==> src/fpse_defines.vh <==
/*
   fpse_defines.vh: register offsets, field positions, reset values and
   operation kinds for the flash program setup and fault block.
   Assumes inclusion by bare name from the design, checker and bench files.
*/
`ifndef FPSE_DEFINES_VH
`define FPSE_DEFINES_VH

////////////////////////////////////////////////////////////////////////////////
// register byte addresses on the plain register port
`define FPSE_ADDR_W               20
`define FPSE_OFF_DATA_B_LOW       20'h8000c
`define FPSE_OFF_DATA_B_HIGH      20'h8000e
`define FPSE_OFF_LOC_LOW          20'h80010
`define FPSE_OFF_LOC_HIGH         20'h80012
`define FPSE_OFF_FAULT_FLAGS      20'h80014
`define FPSE_OFF_IRQ_STATUS       20'h80016
`define FPSE_OFF_IRQ_MASK         20'h80018
`define FPSE_OFF_SECT_FUSE        20'h8001a
`define FPSE_OFF_ACC_FUSE_ZERO    20'h8001c
`define FPSE_OFF_ACC_FUSE_ONE_LO  20'h8001e
`define FPSE_OFF_ACC_FUSE_ONE_HI  20'h80020

////////////////////////////////////////////////////////////////////////////////
// reset values
`define FPSE_RST_DATA             16'hffff
`define FPSE_RST_LOC              16'h0000
`define FPSE_RST_ZERO             16'h0000

////////////////////////////////////////////////////////////////////////////////
// fault flag bit positions
`define FPSE_F_WRITE_ERR          0
`define FPSE_F_ERASE_CELL         1
`define FPSE_F_PROGRAM_CELL       2
`define FPSE_F_ONE_OVER_ZERO      3
`define FPSE_F_SETUP_ORDER        4
`define FPSE_F_RESUME             5
`define FPSE_F_PROT_HIT           6
`define FPSE_NFLAGS               7

// interrupt status bit positions
`define FPSE_I_FAULT              0
`define FPSE_I_FUSES_LOADED       1
`define FPSE_I_WRITE_LAUNCH       2
`define FPSE_NIRQ                 3

////////////////////////////////////////////////////////////////////////////////
// operation kinds on op_kind_in
`define FPSE_OP_WORD              2'h0
`define FPSE_OP_DWORD             2'h1
`define FPSE_OP_SET_PROT          2'h2
`define FPSE_OP_ERASE             2'h3

// fields
`define FPSE_LOC_LOW_MASK         16'hfffc
`define FPSE_LOC_HIGH_W           5
`define FPSE_SECT_LSB             13
`define FPSE_LAST_SECTOR          4'h9

`endif

==> src/fpse_top.v <==
/*
   fpse_top.v: program data and target location registers, sticky write
   fault flags, fuse copy at reset and protection gating of write starts.
   Assumes a write engine that raises bank_zero_busy_in while it works and
   reports cell failures as one-cycle pulses, and a fuse array that answers
   a read request with a valid pulse.
*/
// Decided for this implementation: strobed register access.
// Overview of operation
// - location low holds address 15:2, two low bits reserved and zero
// - location high supplies address bits 20:16 for programming
// - register reads are not valid while the controller lock is high
// - fault flags are set only while bank zero busy is low
// - write error flag is set by any fault, sticky until cleared
// - erase cell failure sets a sticky flag
// - program cell failure sets a sticky flag
// - programming a zero bit to one sets a sticky flag, except set-protection
// - inconsistent setup sets a sticky flag and no write is started
// - resume protocol error aborts suspended work and sets a sticky flag
// - hits on protected sectors set a flag; unprotected erase sectors proceed
// - fuse words are read once after reset into four volatile copies
// - every protection is held active until the fuses have been read
// - set-protection is refused while code is fetched from the flash
// - four one-time fuse words: one sector write word, three access words
// - a sector write fuse at zero blocks writes to that sector
`timescale 1ns/1ns
`include "fpse_defines.vh"

module fpse_top #(
   parameter NSECT = 10
) (
   // clock and reset
   input  wire                      core_clk_in,
   input  wire                      rst_b_in,
   // register port
   input  wire [`FPSE_ADDR_W-1:0]   reg_addr_in,
   input  wire [15:0]               reg_wdata_in,
   input  wire                      reg_wr_in,
   input  wire                      reg_rd_in,
   output reg  [15:0]               reg_rdata_out,
   // controller status and start
   input  wire                      lock_in,
   input  wire                      bank_zero_busy_in,
   input  wire                      op_start_in,
   input  wire [1:0]                op_kind_in,
   input  wire [NSECT-1:0]          erase_select_in,
   input  wire                      fetch_from_flash_in,
   input  wire [31:0]               old_cells_in,
   // engine fault reports
   input  wire                      erase_cell_fail_in,
   input  wire                      program_cell_fail_in,
   input  wire                      resume_protocol_err_in,
   // fuse array
   output reg                       fuse_read_req_out,
   input  wire                      fuse_valid_in,
   input  wire [15:0]               fuse_sect_in,
   input  wire [15:0]               fuse_acc_zero_in,
   input  wire [15:0]               fuse_acc_one_low_in,
   input  wire [15:0]               fuse_acc_one_high_in,
   // to write engine
   output reg                       write_go_out,
   output reg  [1:0]                write_kind_out,
   output reg  [20:0]               write_addr_out,
   output reg  [31:0]               write_data_out,
   output reg  [NSECT-1:0]          erase_allow_out,
   output reg                       resume_abort_out,
   // protection state
   output reg  [NSECT-1:0]          sector_write_fuse_bits_out,
   output reg                       access_protect_out,
   // interrupt
   output reg                       irq_out
);

   localparam ST_LOAD = 2'b01;
   localparam ST_RUN  = 2'b10;

   function hit;
      input [`FPSE_ADDR_W-1:0] a;
      input [`FPSE_ADDR_W-1:0] off;
      begin
         hit = (a == off);
      end
   endfunction

   function [3:0] sector_of;
      input [20:0] a;
      reg   [7:0]  s;
      begin
         s = a[20:`FPSE_SECT_LSB];
         if (s > {4'h0, `FPSE_LAST_SECTOR}) begin
            sector_of = `FPSE_LAST_SECTOR;
         end else begin
            sector_of = s[3:0];
         end
      end
   endfunction

   ////////////////////////////////////////////////////////////////////////////////
   // registers
   reg  [15:0]               data_b_low;
   reg  [15:0]               data_b_high;
   reg  [15:0]               loc_low;
   reg  [`FPSE_LOC_HIGH_W-1:0] loc_high;
   reg  [`FPSE_NFLAGS-1:0]   fault_flags;
   reg  [`FPSE_NFLAGS-1:0]   pend;
   reg  [`FPSE_NIRQ-1:0]     irq_status;
   reg  [`FPSE_NIRQ-1:0]     irq_mask;
   reg  [15:0]               sect_fuse;
   reg  [15:0]               acc_fuse_zero;
   reg  [15:0]               acc_fuse_one_low;
   reg  [15:0]               acc_fuse_one_high;
   reg  [1:0]                state;

   wire                      loaded;
   wire [20:0]               target;
   wire [NSECT-1:0]          wp_eff;
   wire [3:0]                tsect;

   assign loaded = (state == ST_RUN);
   assign target = {loc_high, loc_low[15:2], 2'b00};
   assign tsect  = sector_of(target);

   // all sectors read as protected before load
   genvar g;
   generate
      for (g = 0; g < NSECT; g = g + 1) begin : g_wp
         assign wp_eff[g] = loaded & sect_fuse[g];
      end
   endgenerate

   ////////////////////////////////////////////////////////////////////////////////
   // start checks
   reg  [`FPSE_NFLAGS-1:0]   start_ev;
   reg                       start_ok;
   reg  [NSECT-1:0]          erase_ok;

   always @* begin
      start_ev = {`FPSE_NFLAGS{1'b0}};
      start_ok = 1'b0;
      erase_ok = erase_select_in & wp_eff;
      if (op_start_in) begin
         start_ok = 1'b1;
         case (op_kind_in)
            `FPSE_OP_DWORD: begin
               // misaligned double-word is a setup fault
               if (loc_low[2]) begin
                  start_ev[`FPSE_F_SETUP_ORDER] = 1'b1;
                  start_ok = 1'b0;
               end
            end
            `FPSE_OP_SET_PROT: begin
               if (fetch_from_flash_in) begin
                  start_ev[`FPSE_F_SETUP_ORDER] = 1'b1;
                  start_ok = 1'b0;
               end
            end
            `FPSE_OP_ERASE: begin
               if (erase_select_in == {NSECT{1'b0}}) begin
                  start_ev[`FPSE_F_SETUP_ORDER] = 1'b1;
                  start_ok = 1'b0;
               end
               // protected sectors skipped, rest still erased
               if ((erase_select_in & ~wp_eff) != {NSECT{1'b0}}) begin
                  start_ev[`FPSE_F_PROT_HIT] = 1'b1;
                  if (erase_ok == {NSECT{1'b0}}) begin
                     start_ok = 1'b0;
                  end
               end
            end
            default: begin
            end
         endcase
         // a new start while the engine works breaks the sequence
         if (bank_zero_busy_in || lock_in) begin
            start_ev[`FPSE_F_SETUP_ORDER] = 1'b1;
            start_ok = 1'b0;
         end
         if (op_kind_in == `FPSE_OP_WORD || op_kind_in == `FPSE_OP_DWORD) begin
            if (!wp_eff[tsect]) begin
               start_ev[`FPSE_F_PROT_HIT] = 1'b1;
               start_ok = 1'b0;
            end
            // a one over a stored zero is flagged, the write still starts
            if ((~old_cells_in & {data_b_high, data_b_low}) != 32'h0000_0000) begin
               start_ev[`FPSE_F_ONE_OVER_ZERO] = 1'b1;
            end
         end
      end
   end

   ////////////////////////////////////////////////////////////////////////////////
   // fault collection and commit
   reg  [`FPSE_NFLAGS-1:0]   new_ev;
   reg  [`FPSE_NFLAGS-1:0]   next_pend;
   reg  [`FPSE_NFLAGS-1:0]   commit;
   reg  [`FPSE_NFLAGS-1:0]   next_fault_flags;
   reg                       flag_wr;

   always @* begin
      new_ev = start_ev;
      new_ev[`FPSE_F_ERASE_CELL]   = erase_cell_fail_in;
      new_ev[`FPSE_F_PROGRAM_CELL] = program_cell_fail_in;
      new_ev[`FPSE_F_RESUME]       = resume_protocol_err_in;
      // any fault raises the write error
      new_ev[`FPSE_F_WRITE_ERR]    = (new_ev != {`FPSE_NFLAGS{1'b0}});
      // flags set only when bank zero is idle
      commit    = bank_zero_busy_in ? {`FPSE_NFLAGS{1'b0}} : pend;
      next_pend = (pend & ~commit) | new_ev;
      flag_wr   = reg_wr_in & hit(reg_addr_in, `FPSE_OFF_FAULT_FLAGS);
      next_fault_flags = fault_flags;
      if (flag_wr) begin
         next_fault_flags = fault_flags & reg_wdata_in[`FPSE_NFLAGS-1:0];
      end
      next_fault_flags = next_fault_flags | commit;
   end

   ////////////////////////////////////////////////////////////////////////////////
   // fuse load state machine
   always @(posedge core_clk_in or negedge rst_b_in) begin
      if (!rst_b_in) begin
         state             <= ST_LOAD;
         fuse_read_req_out <= 1'b0;
         sect_fuse         <= `FPSE_RST_ZERO;
         acc_fuse_zero     <= `FPSE_RST_ZERO;
         acc_fuse_one_low  <= `FPSE_RST_ZERO;
         acc_fuse_one_high <= `FPSE_RST_ZERO;
      end else begin
         case (state)
            ST_LOAD: begin
               // one sector word, three access words
               fuse_read_req_out <= ~fuse_valid_in;
               if (fuse_valid_in) begin
                  sect_fuse         <= fuse_sect_in;
                  acc_fuse_zero     <= fuse_acc_zero_in;
                  acc_fuse_one_low  <= fuse_acc_one_low_in;
                  acc_fuse_one_high <= fuse_acc_one_high_in;
                  state             <= ST_RUN;
               end
            end
            ST_RUN: begin
               fuse_read_req_out <= 1'b0;
            end
            default: begin
               state             <= ST_LOAD;
               fuse_read_req_out <= 1'b0;
            end
         endcase
      end
   end

   ////////////////////////////////////////////////////////////////////////////////
   // software registers and faults
   always @(posedge core_clk_in or negedge rst_b_in) begin
      if (!rst_b_in) begin
         data_b_low  <= `FPSE_RST_DATA;
         data_b_high <= `FPSE_RST_DATA;
         loc_low     <= `FPSE_RST_LOC;
         loc_high    <= {`FPSE_LOC_HIGH_W{1'b0}};
         irq_mask    <= {`FPSE_NIRQ{1'b0}};
         fault_flags <= {`FPSE_NFLAGS{1'b0}};
         pend        <= {`FPSE_NFLAGS{1'b0}};
      end else begin
         // data pair b written by software
         if (reg_wr_in && hit(reg_addr_in, `FPSE_OFF_DATA_B_LOW)) begin
            data_b_low <= reg_wdata_in;
         end
         if (reg_wr_in && hit(reg_addr_in, `FPSE_OFF_DATA_B_HIGH)) begin
            data_b_high <= reg_wdata_in;
         end
         if (reg_wr_in && hit(reg_addr_in, `FPSE_OFF_LOC_LOW)) begin
            loc_low <= reg_wdata_in & `FPSE_LOC_LOW_MASK;
         end
         if (reg_wr_in && hit(reg_addr_in, `FPSE_OFF_LOC_HIGH)) begin
            loc_high <= reg_wdata_in[`FPSE_LOC_HIGH_W-1:0];
         end
         if (reg_wr_in && hit(reg_addr_in, `FPSE_OFF_IRQ_MASK)) begin
            irq_mask <= reg_wdata_in[`FPSE_NIRQ-1:0];
         end
         fault_flags <= next_fault_flags;
         pend        <= next_pend;
      end
   end

   ////////////////////////////////////////////////////////////////////////////////
   // interrupt status, write one to clear, set wins
   reg  [`FPSE_NIRQ-1:0]     irq_set;
   reg  [`FPSE_NIRQ-1:0]     next_irq_status;

   always @* begin
      irq_set = {`FPSE_NIRQ{1'b0}};
      irq_set[`FPSE_I_FAULT]        = (commit != {`FPSE_NFLAGS{1'b0}});
      irq_set[`FPSE_I_FUSES_LOADED] = (state == ST_LOAD) & fuse_valid_in;
      irq_set[`FPSE_I_WRITE_LAUNCH] = start_ok;
      next_irq_status = irq_status;
      if (reg_wr_in && hit(reg_addr_in, `FPSE_OFF_IRQ_STATUS)) begin
         next_irq_status = irq_status & ~reg_wdata_in[`FPSE_NIRQ-1:0];
      end
      next_irq_status = next_irq_status | irq_set;
   end

   always @(posedge core_clk_in or negedge rst_b_in) begin
      if (!rst_b_in) begin
         irq_status <= {`FPSE_NIRQ{1'b0}};
         irq_out    <= 1'b0;
      end else begin
         irq_status <= next_irq_status;
         irq_out    <= (next_irq_status & irq_mask) != {`FPSE_NIRQ{1'b0}};
      end
   end

   ////////////////////////////////////////////////////////////////////////////////
   // write engine launch and protection outputs
   always @(posedge core_clk_in or negedge rst_b_in) begin
      if (!rst_b_in) begin
         write_go_out               <= 1'b0;
         write_kind_out             <= `FPSE_OP_WORD;
         write_addr_out             <= 21'h000000;
         write_data_out             <= 32'hffffffff;
         erase_allow_out            <= {NSECT{1'b0}};
         resume_abort_out           <= 1'b0;
         sector_write_fuse_bits_out <= {NSECT{1'b0}};
         access_protect_out         <= 1'b1;
      end else begin
         // nothing launched on a bad setup
         write_go_out     <= start_ok;
         if (start_ok) begin
            write_kind_out  <= op_kind_in;
            write_addr_out  <= target;
            write_data_out  <= {data_b_high, data_b_low};
            erase_allow_out <= (op_kind_in == `FPSE_OP_ERASE) ? erase_ok : {NSECT{1'b0}};
         end
         resume_abort_out <= resume_protocol_err_in;
         sector_write_fuse_bits_out <= wp_eff;
         access_protect_out         <= ~loaded | ~acc_fuse_zero[0];
      end
   end

   ////////////////////////////////////////////////////////////////////////////////
   // read port, data one cycle after the strobe
   reg  [15:0]               rmux;

   always @* begin
      rmux = 16'h0000;
      if (hit(reg_addr_in, `FPSE_OFF_DATA_B_LOW)) begin
         rmux = data_b_low;
      end else if (hit(reg_addr_in, `FPSE_OFF_DATA_B_HIGH)) begin
         rmux = data_b_high;
      end else if (hit(reg_addr_in, `FPSE_OFF_LOC_LOW)) begin
         rmux = loc_low;
      end else if (hit(reg_addr_in, `FPSE_OFF_LOC_HIGH)) begin
         rmux = {11'h000, loc_high};
      end else if (hit(reg_addr_in, `FPSE_OFF_FAULT_FLAGS)) begin
         rmux = {9'h000, fault_flags};
      end else if (hit(reg_addr_in, `FPSE_OFF_IRQ_STATUS)) begin
         rmux = {13'h0000, irq_status};
      end else if (hit(reg_addr_in, `FPSE_OFF_IRQ_MASK)) begin
         rmux = {13'h0000, irq_mask};
      end else if (hit(reg_addr_in, `FPSE_OFF_SECT_FUSE)) begin
         rmux = sect_fuse;
      end else if (hit(reg_addr_in, `FPSE_OFF_ACC_FUSE_ZERO)) begin
         rmux = acc_fuse_zero;
      end else if (hit(reg_addr_in, `FPSE_OFF_ACC_FUSE_ONE_LO)) begin
         rmux = acc_fuse_one_low;
      end else if (hit(reg_addr_in, `FPSE_OFF_ACC_FUSE_ONE_HI)) begin
         rmux = acc_fuse_one_high;
      end
   end

   always @(posedge core_clk_in or negedge rst_b_in) begin
      if (!rst_b_in) begin
         reg_rdata_out <= 16'h0000;
      end else if (reg_rd_in && !lock_in) begin
         reg_rdata_out <= rmux;
      end else begin
         // locked reads return zero; data stands one cycle
         reg_rdata_out <= 16'h0000;
      end
   end

endmodule // fpse_top

==> config.mk <==
export PLATFORM = sky130hd
export DESIGN_NAME = fpse_top
export DESIGN_NICKNAME = d
export VERILOG_FILES = /design/src/fpse_top.v
export VERILOG_INCLUDE_DIRS = /design/src /design/src/src
export SDC_FILE = /design/constraint.sdc
export NUM_CORES = 1
export LEC_CHECK = 0
export BUFFER_PORTS_ARGS = -buffer_cell sky130_fd_sc_hd__buf_2
export CELL_PAD_IN_SITES_DETAIL_PLACEMENT = 1
export CELL_PAD_IN_SITES_GLOBAL_PLACEMENT = 1
export CORE_UTILIZATION = 38
export DETAILED_ROUTE_END_ITERATION = 6
export GPL_TIMING_DRIVEN = 0
export PLACE_DENSITY = 0.84
export SLEW_MARGIN = 20
export SYNTH_ARGS = -nofsm -noshare
export SYNTH_HDL_FRONTEND = slang
export SYNTH_SLANG_ARGS = --single-unit
==> constraint.sdc <==
create_clock -name core_clk_in -period 2.65 [get_ports core_clk_in]
set_input_delay 0.53 -clock core_clk_in [delete_from_list [all_inputs] [get_ports core_clk_in]]
set_output_delay 0.53 -clock core_clk_in [all_outputs]
set_load 0.01 [all_outputs]
# After elaboration in Yosys (flattened, before gate mapping)
# Index checks and enable logic that the tools add are counted.
# word_totals
ff_bits,231
in_bits,156
out_inout_bits,96
elab_cells,138
# op_classes
magnitude_cmp,2
n_eq_ne,17
n_mux,45
bitwise_logic,30
n_reduce_logical,20
# ops
cell,count
"20-bit == test, second input constant",11
16-bit two-way mux,12
32-bit AND,1
32-bit inverter,1
32-bit nonzero test,1
1-bit two-way mux,22
10-bit AND,2
10-bit logical NOT,2
7-bit AND,2
7-bit two-way mux,2
7-bit OR,2
7-bit nonzero test,2
1-bit AND,12
10-bit two-way mux,1
10-bit inverter,1
10-bit nonzero test,1
"8-bit by 4-bit greater-than comparator with 1-bit output, second input constant",1
1-bit logical AND,7
7-bit inverter,1
3-bit AND,2
"2-bit == test, second input constant",3
1-bit case mux with 3 select lines,2
"4-bit by 5-bit < comparator with 1-bit output, second input constant",1
1-bit binary-select mux with 4-bit select,1
15 further kinds,21

# Longest topological paths before layout
# depth
ltp_word,14
ltp_mapped,10
depth_no_buf,8

# Worst setup path before layout
# Ideal clock, no wire load.
# synth_path
kind,register -> register
start,register loc_high[4]
end,register write_addr_out[10]
setup_time_ns,0.125
arrival_time_ns,2.393
required_ns,2.525
setup_slack_ns,0.132
path_stages_with_launch,9
path_buffers,1
synth_period_minus_slack_ns,2.518
path_cell_list,dfrtp_1 or4_4 nor3_2 mux2_2 o2111ai_1 nand2_1 nand2_4 buf_6 mux2_4
# synth_via
elab_chain_len,7
# synth_rtl
element,line,text
"start, declared",fpse_top.v:103,reg [`FPSE_LOC_HIGH_W-1:0] loc_high;
"start signal, assigned",fpse_top.v:258,loc_high <= {`FPSE_LOC_HIGH_W{1'b0}};
"start signal, assigned",fpse_top.v:274,loc_high <= reg_wdata_in[`FPSE_LOC_HIGH_W-1:0];
8-bit by 4-bit greater-than comparator with 1-bit output,fpse_top.v:90,"if (s > {4'h0, `FPSE_LAST_SECTOR}) begin"
4-bit two-way mux,fpse_top.v:90,
1-bit binary-select mux with 4-bit select,fpse_top.v:179,if (!wp_eff[tsect]) begin
1-bit two-way mux (implied by the code),fpse_top.v:179,
1-bit two-way mux,fpse_top.v:179,
1-bit two-way mux,fpse_top.v:178,if (op_kind_in == `FPSE_OP_WORD || op_kind_in == `FPSE_OP_DWORD) begin
1-bit two-way mux,fpse_top.v:141,if (op_start_in) begin
"end signal, assigned",fpse_top.v:328,write_addr_out <= target;
"end, declared",fpse_top.v:63,"output reg [20:0] write_addr_out,"
# No other way between the ends. The select of a mux whose other input is x is not followed.
# A chain may end at the register's enable or synchronous reset.

# Final worst setup path
# layout_path
start,register loc_high[1]
end,register write_addr_out[10]
# The elaborated chain is that of the path after synthesis.

==> results.md <==
* Rel. slew slack at 31.37%
* Setup ws final at -0.07520 ns
* Setup TNS at -1.596 ns
* CP startpoint kind: flop
* WL final at between 30,000 and 40,000 um
* Count leader, synth: dfrtp_1
* Synth area leader: dfrtp_1
* Routed Antenna Nets at 0
* Ys async rst share at 100.0%
* Global placement routability congestion at 0.9351
* Synth warnings at 0
* Via-to-Cell Ratio at 5.774
* CP Class: reg2reg
* Root Buffer: clkbuf_16
* Final instance area at 13,420 um2
* Worst path required time at 3.05 ns
* Vias in the first global route at 9,258
* Die H at 167.2 um
* Skew final at 0.01073 ns
* Area after DPL at 12,110 um2
* Post-synthesis cell type count at 66
* Pleak at a little under 7 nW
* Post-synth EDFFs at 0
* Worst EP arrival at 3.13 ns
* Gate count of the mapped netlist at 825
* Die Area at between 20,000 and 30,000 um2
* Most frequent cells after synthesis: dfrtp_1, mux2_2, nand2_1
* Reg area at around 5900 um2
* GR Util All Layers at between 20% and 30%
* Failing checks: DRC, setup timing
* Initial antenna violation count at 3
* HPWL Detailed at 27,240 um
* Worst Max-Slew Pin Slew at 1.003 ns
* Port Buffer Count at ~250
* Unrepaired setup endpoints after global routing: true
* Starting Density at approximately two fifths
* Mapped Area at 10,370 um2
* Max_cap viols at 0
* Sequential fraction of the synthesis area at 56.55%
* Fin crit share at 102.8%
* Crit. Startpoint: loc_high[1]
* Final #Nets at 1,277
* DP Cell Count at 1,417
* Final Non-Filler Cells at 1,481
* Die width at 167.2 um
* Synth top area cells: dfrtp_1, dfstp_2, mux2_2, mux2_4, nand2_1
* Layout cell share with drive strength beyond 1 at 48.55%
* Post-synth top area share at ~40%
* Starting DRT DRC Count at 722
* Minimum clock period at 2.725 ns
* Clk slew on worst S/H paths at 0.06 ns
* Grt ovf at 0
* Final Hold Viols at 0
* Placement row count at 60
* CTS tree: done
* Clock tree buffer depth at 3
* Place WS at -0.6057 ns
* Num CTS Buffers at 27
* Hold path startpoint: resume_protocol_err_in
* Status: complete, but fails checks
* Largest net degree at the start of global routing at 103
* First-pass GRT wire length at 56,250 um
* H-tree depth at 1
* Vias at about 8,600
* Max-slew violations at 0
* Hold Path Class: in2reg
* Number of fill cells at 2,896
* Clk Latency, worst-skew pair at ~0.53 ns
* WL/cell at approximately 25 um
* Max Fclk at ~0.37 GHz
* Final setup vio count at 48
* Syn-to-layout area delta at 29.42%
* Worst reg2reg path startpoint: loc_high[1]
* Worst setup EP type: flop
* Power per cell area at 616.4 nW/um2
* Final hold slack at 0.1496 ns
* Core area at 26,880 um2
* DRC viols at 3
* Clock Sinks at 231
* DRT Pass-1 Iters at 7
* Syn_area_per_cell at 12.57 um2
* VDD IR-drop max at 0.0004378 V
* Crit-path max FO at 5
* Multi-input gate area at around 4200 um2
* Post-synth top flop: dfrtp_1
* IO Count at 252
* Synth Register Bits at ~230
cell usage in the layout, fill, tap and decap left out, types with 11 or more instances in the layout:
cell	count
a32o_1	12
clkbuf_1	27
dfstp_2	66
mux2_2	83
nand2_1	70
mux2_4	50
dfrtp_1	163
a222oi_1	19
nor2_1	17
nor4_1	11
clkbuf_16	31
inv_1	53
o21ai_0	50
o22ai_1	16
buf_2	251
and2_1	12
final cells by class:
type	instances	share of cell area, %
flip-flops and latches	231	43.71
multi-input cells	501	31.36
repair buffers	266	11.50
clock buffers	40	6.005
well taps	341	3.179
plain buffers	41	1.930
inverters	53	1.483
clock inverters	7	0.8205
diodes	1	0.01865
worst paths after layout:
kind	endpoint	slack, ns	cells after the start
worst max-delay path	write_addr_out[10]	-0.08	9
max in group asynchronous	data_b_high[0]	1.32	3
worst min register to register	access_protect_out	0.42	1
min in group asynchronous	acc_fuse_one_high[10]	0.49	2
worst min-delay path	resume_abort_out	0.15	1
worst max register to register	write_addr_out[10]	-0.08	9
critical path, stage by stage (launching register included):
cell and delay, ns:
dfrtp_1 0.37, or4_4 0.59, nor3_4 0.21, mux2_4 0.34, o2111ai_4 0.20, nand2_2 0.11, nand2_4 0.16, buf_12 0.15
buf_12 0.14, mux2_4 0.31
flip-flops by register name, indices dropped and copies added (netlist names), 16 cells and up:
signal,flops
write_addr_out,19
acc_fuse_zero,16
data_b_high,16
data_b_low,16
write_data_out,32
acc_fuse_one_high,16
acc_fuse_one_low,16
reg_rdata_out,16
sect_fuse,16
stage by stage:
step | total power, mW | utilization [%]
2_1_floorplan | 4.057 | -
3_3_place_gp | 4.433 | 44.80
3_5_place_dp | 4.472 | 45.04
4_1_cts | 8.324 | 49.26
5_1_grt | 8.526 | 49.93
6_report | 8.271 | 49.93
metal layers:
layer | global-route usage [%] | routed length [um] | vias to the layer above
li1 | - | - | 3619
met1 | 33.19 | 14760 | 4411
met2 | 44.70 | 18570 | 408
met3 | 5.176 | 2482 | 110
met4 | 13.08 | 1882 | 4
met5 | 0 | 22 | -
what timing repair did:
item                                    CTS  global route
endpoints found under the setup margin   72            79
pin swaps                                 6             1
setup buffers                            10             1
cloned                                    1             3
endpoints found under the hold margin    11             0
hold buffers                              1             0
resized for setup                        22            27
report_power, final:
part | leakage (nW) | internal (mW) | switching [mW] | total (mW)
registers | 2.92 | 3.69 | 0.0679 | 3.76
clock network | 0.453 | 2.38 | 1.45 | 3.83
logic | 3.37 | 0.320 | 0.367 | 0.686
kinds of logic (layout without fill, tap and decap cells):
family | after synthesis | in the layout | synth area share, %
other cells | 1 | 3 | 0.03617
simple gates | 177 | 177 | 9.642
buf+inv | 94 | 407 | 3.970
compound gates | 174 | 174 | 12.06
mux | 148 | 148 | 17.75
flops | 231 | 231 | 56.55
(Power assumes the default switching activity.)
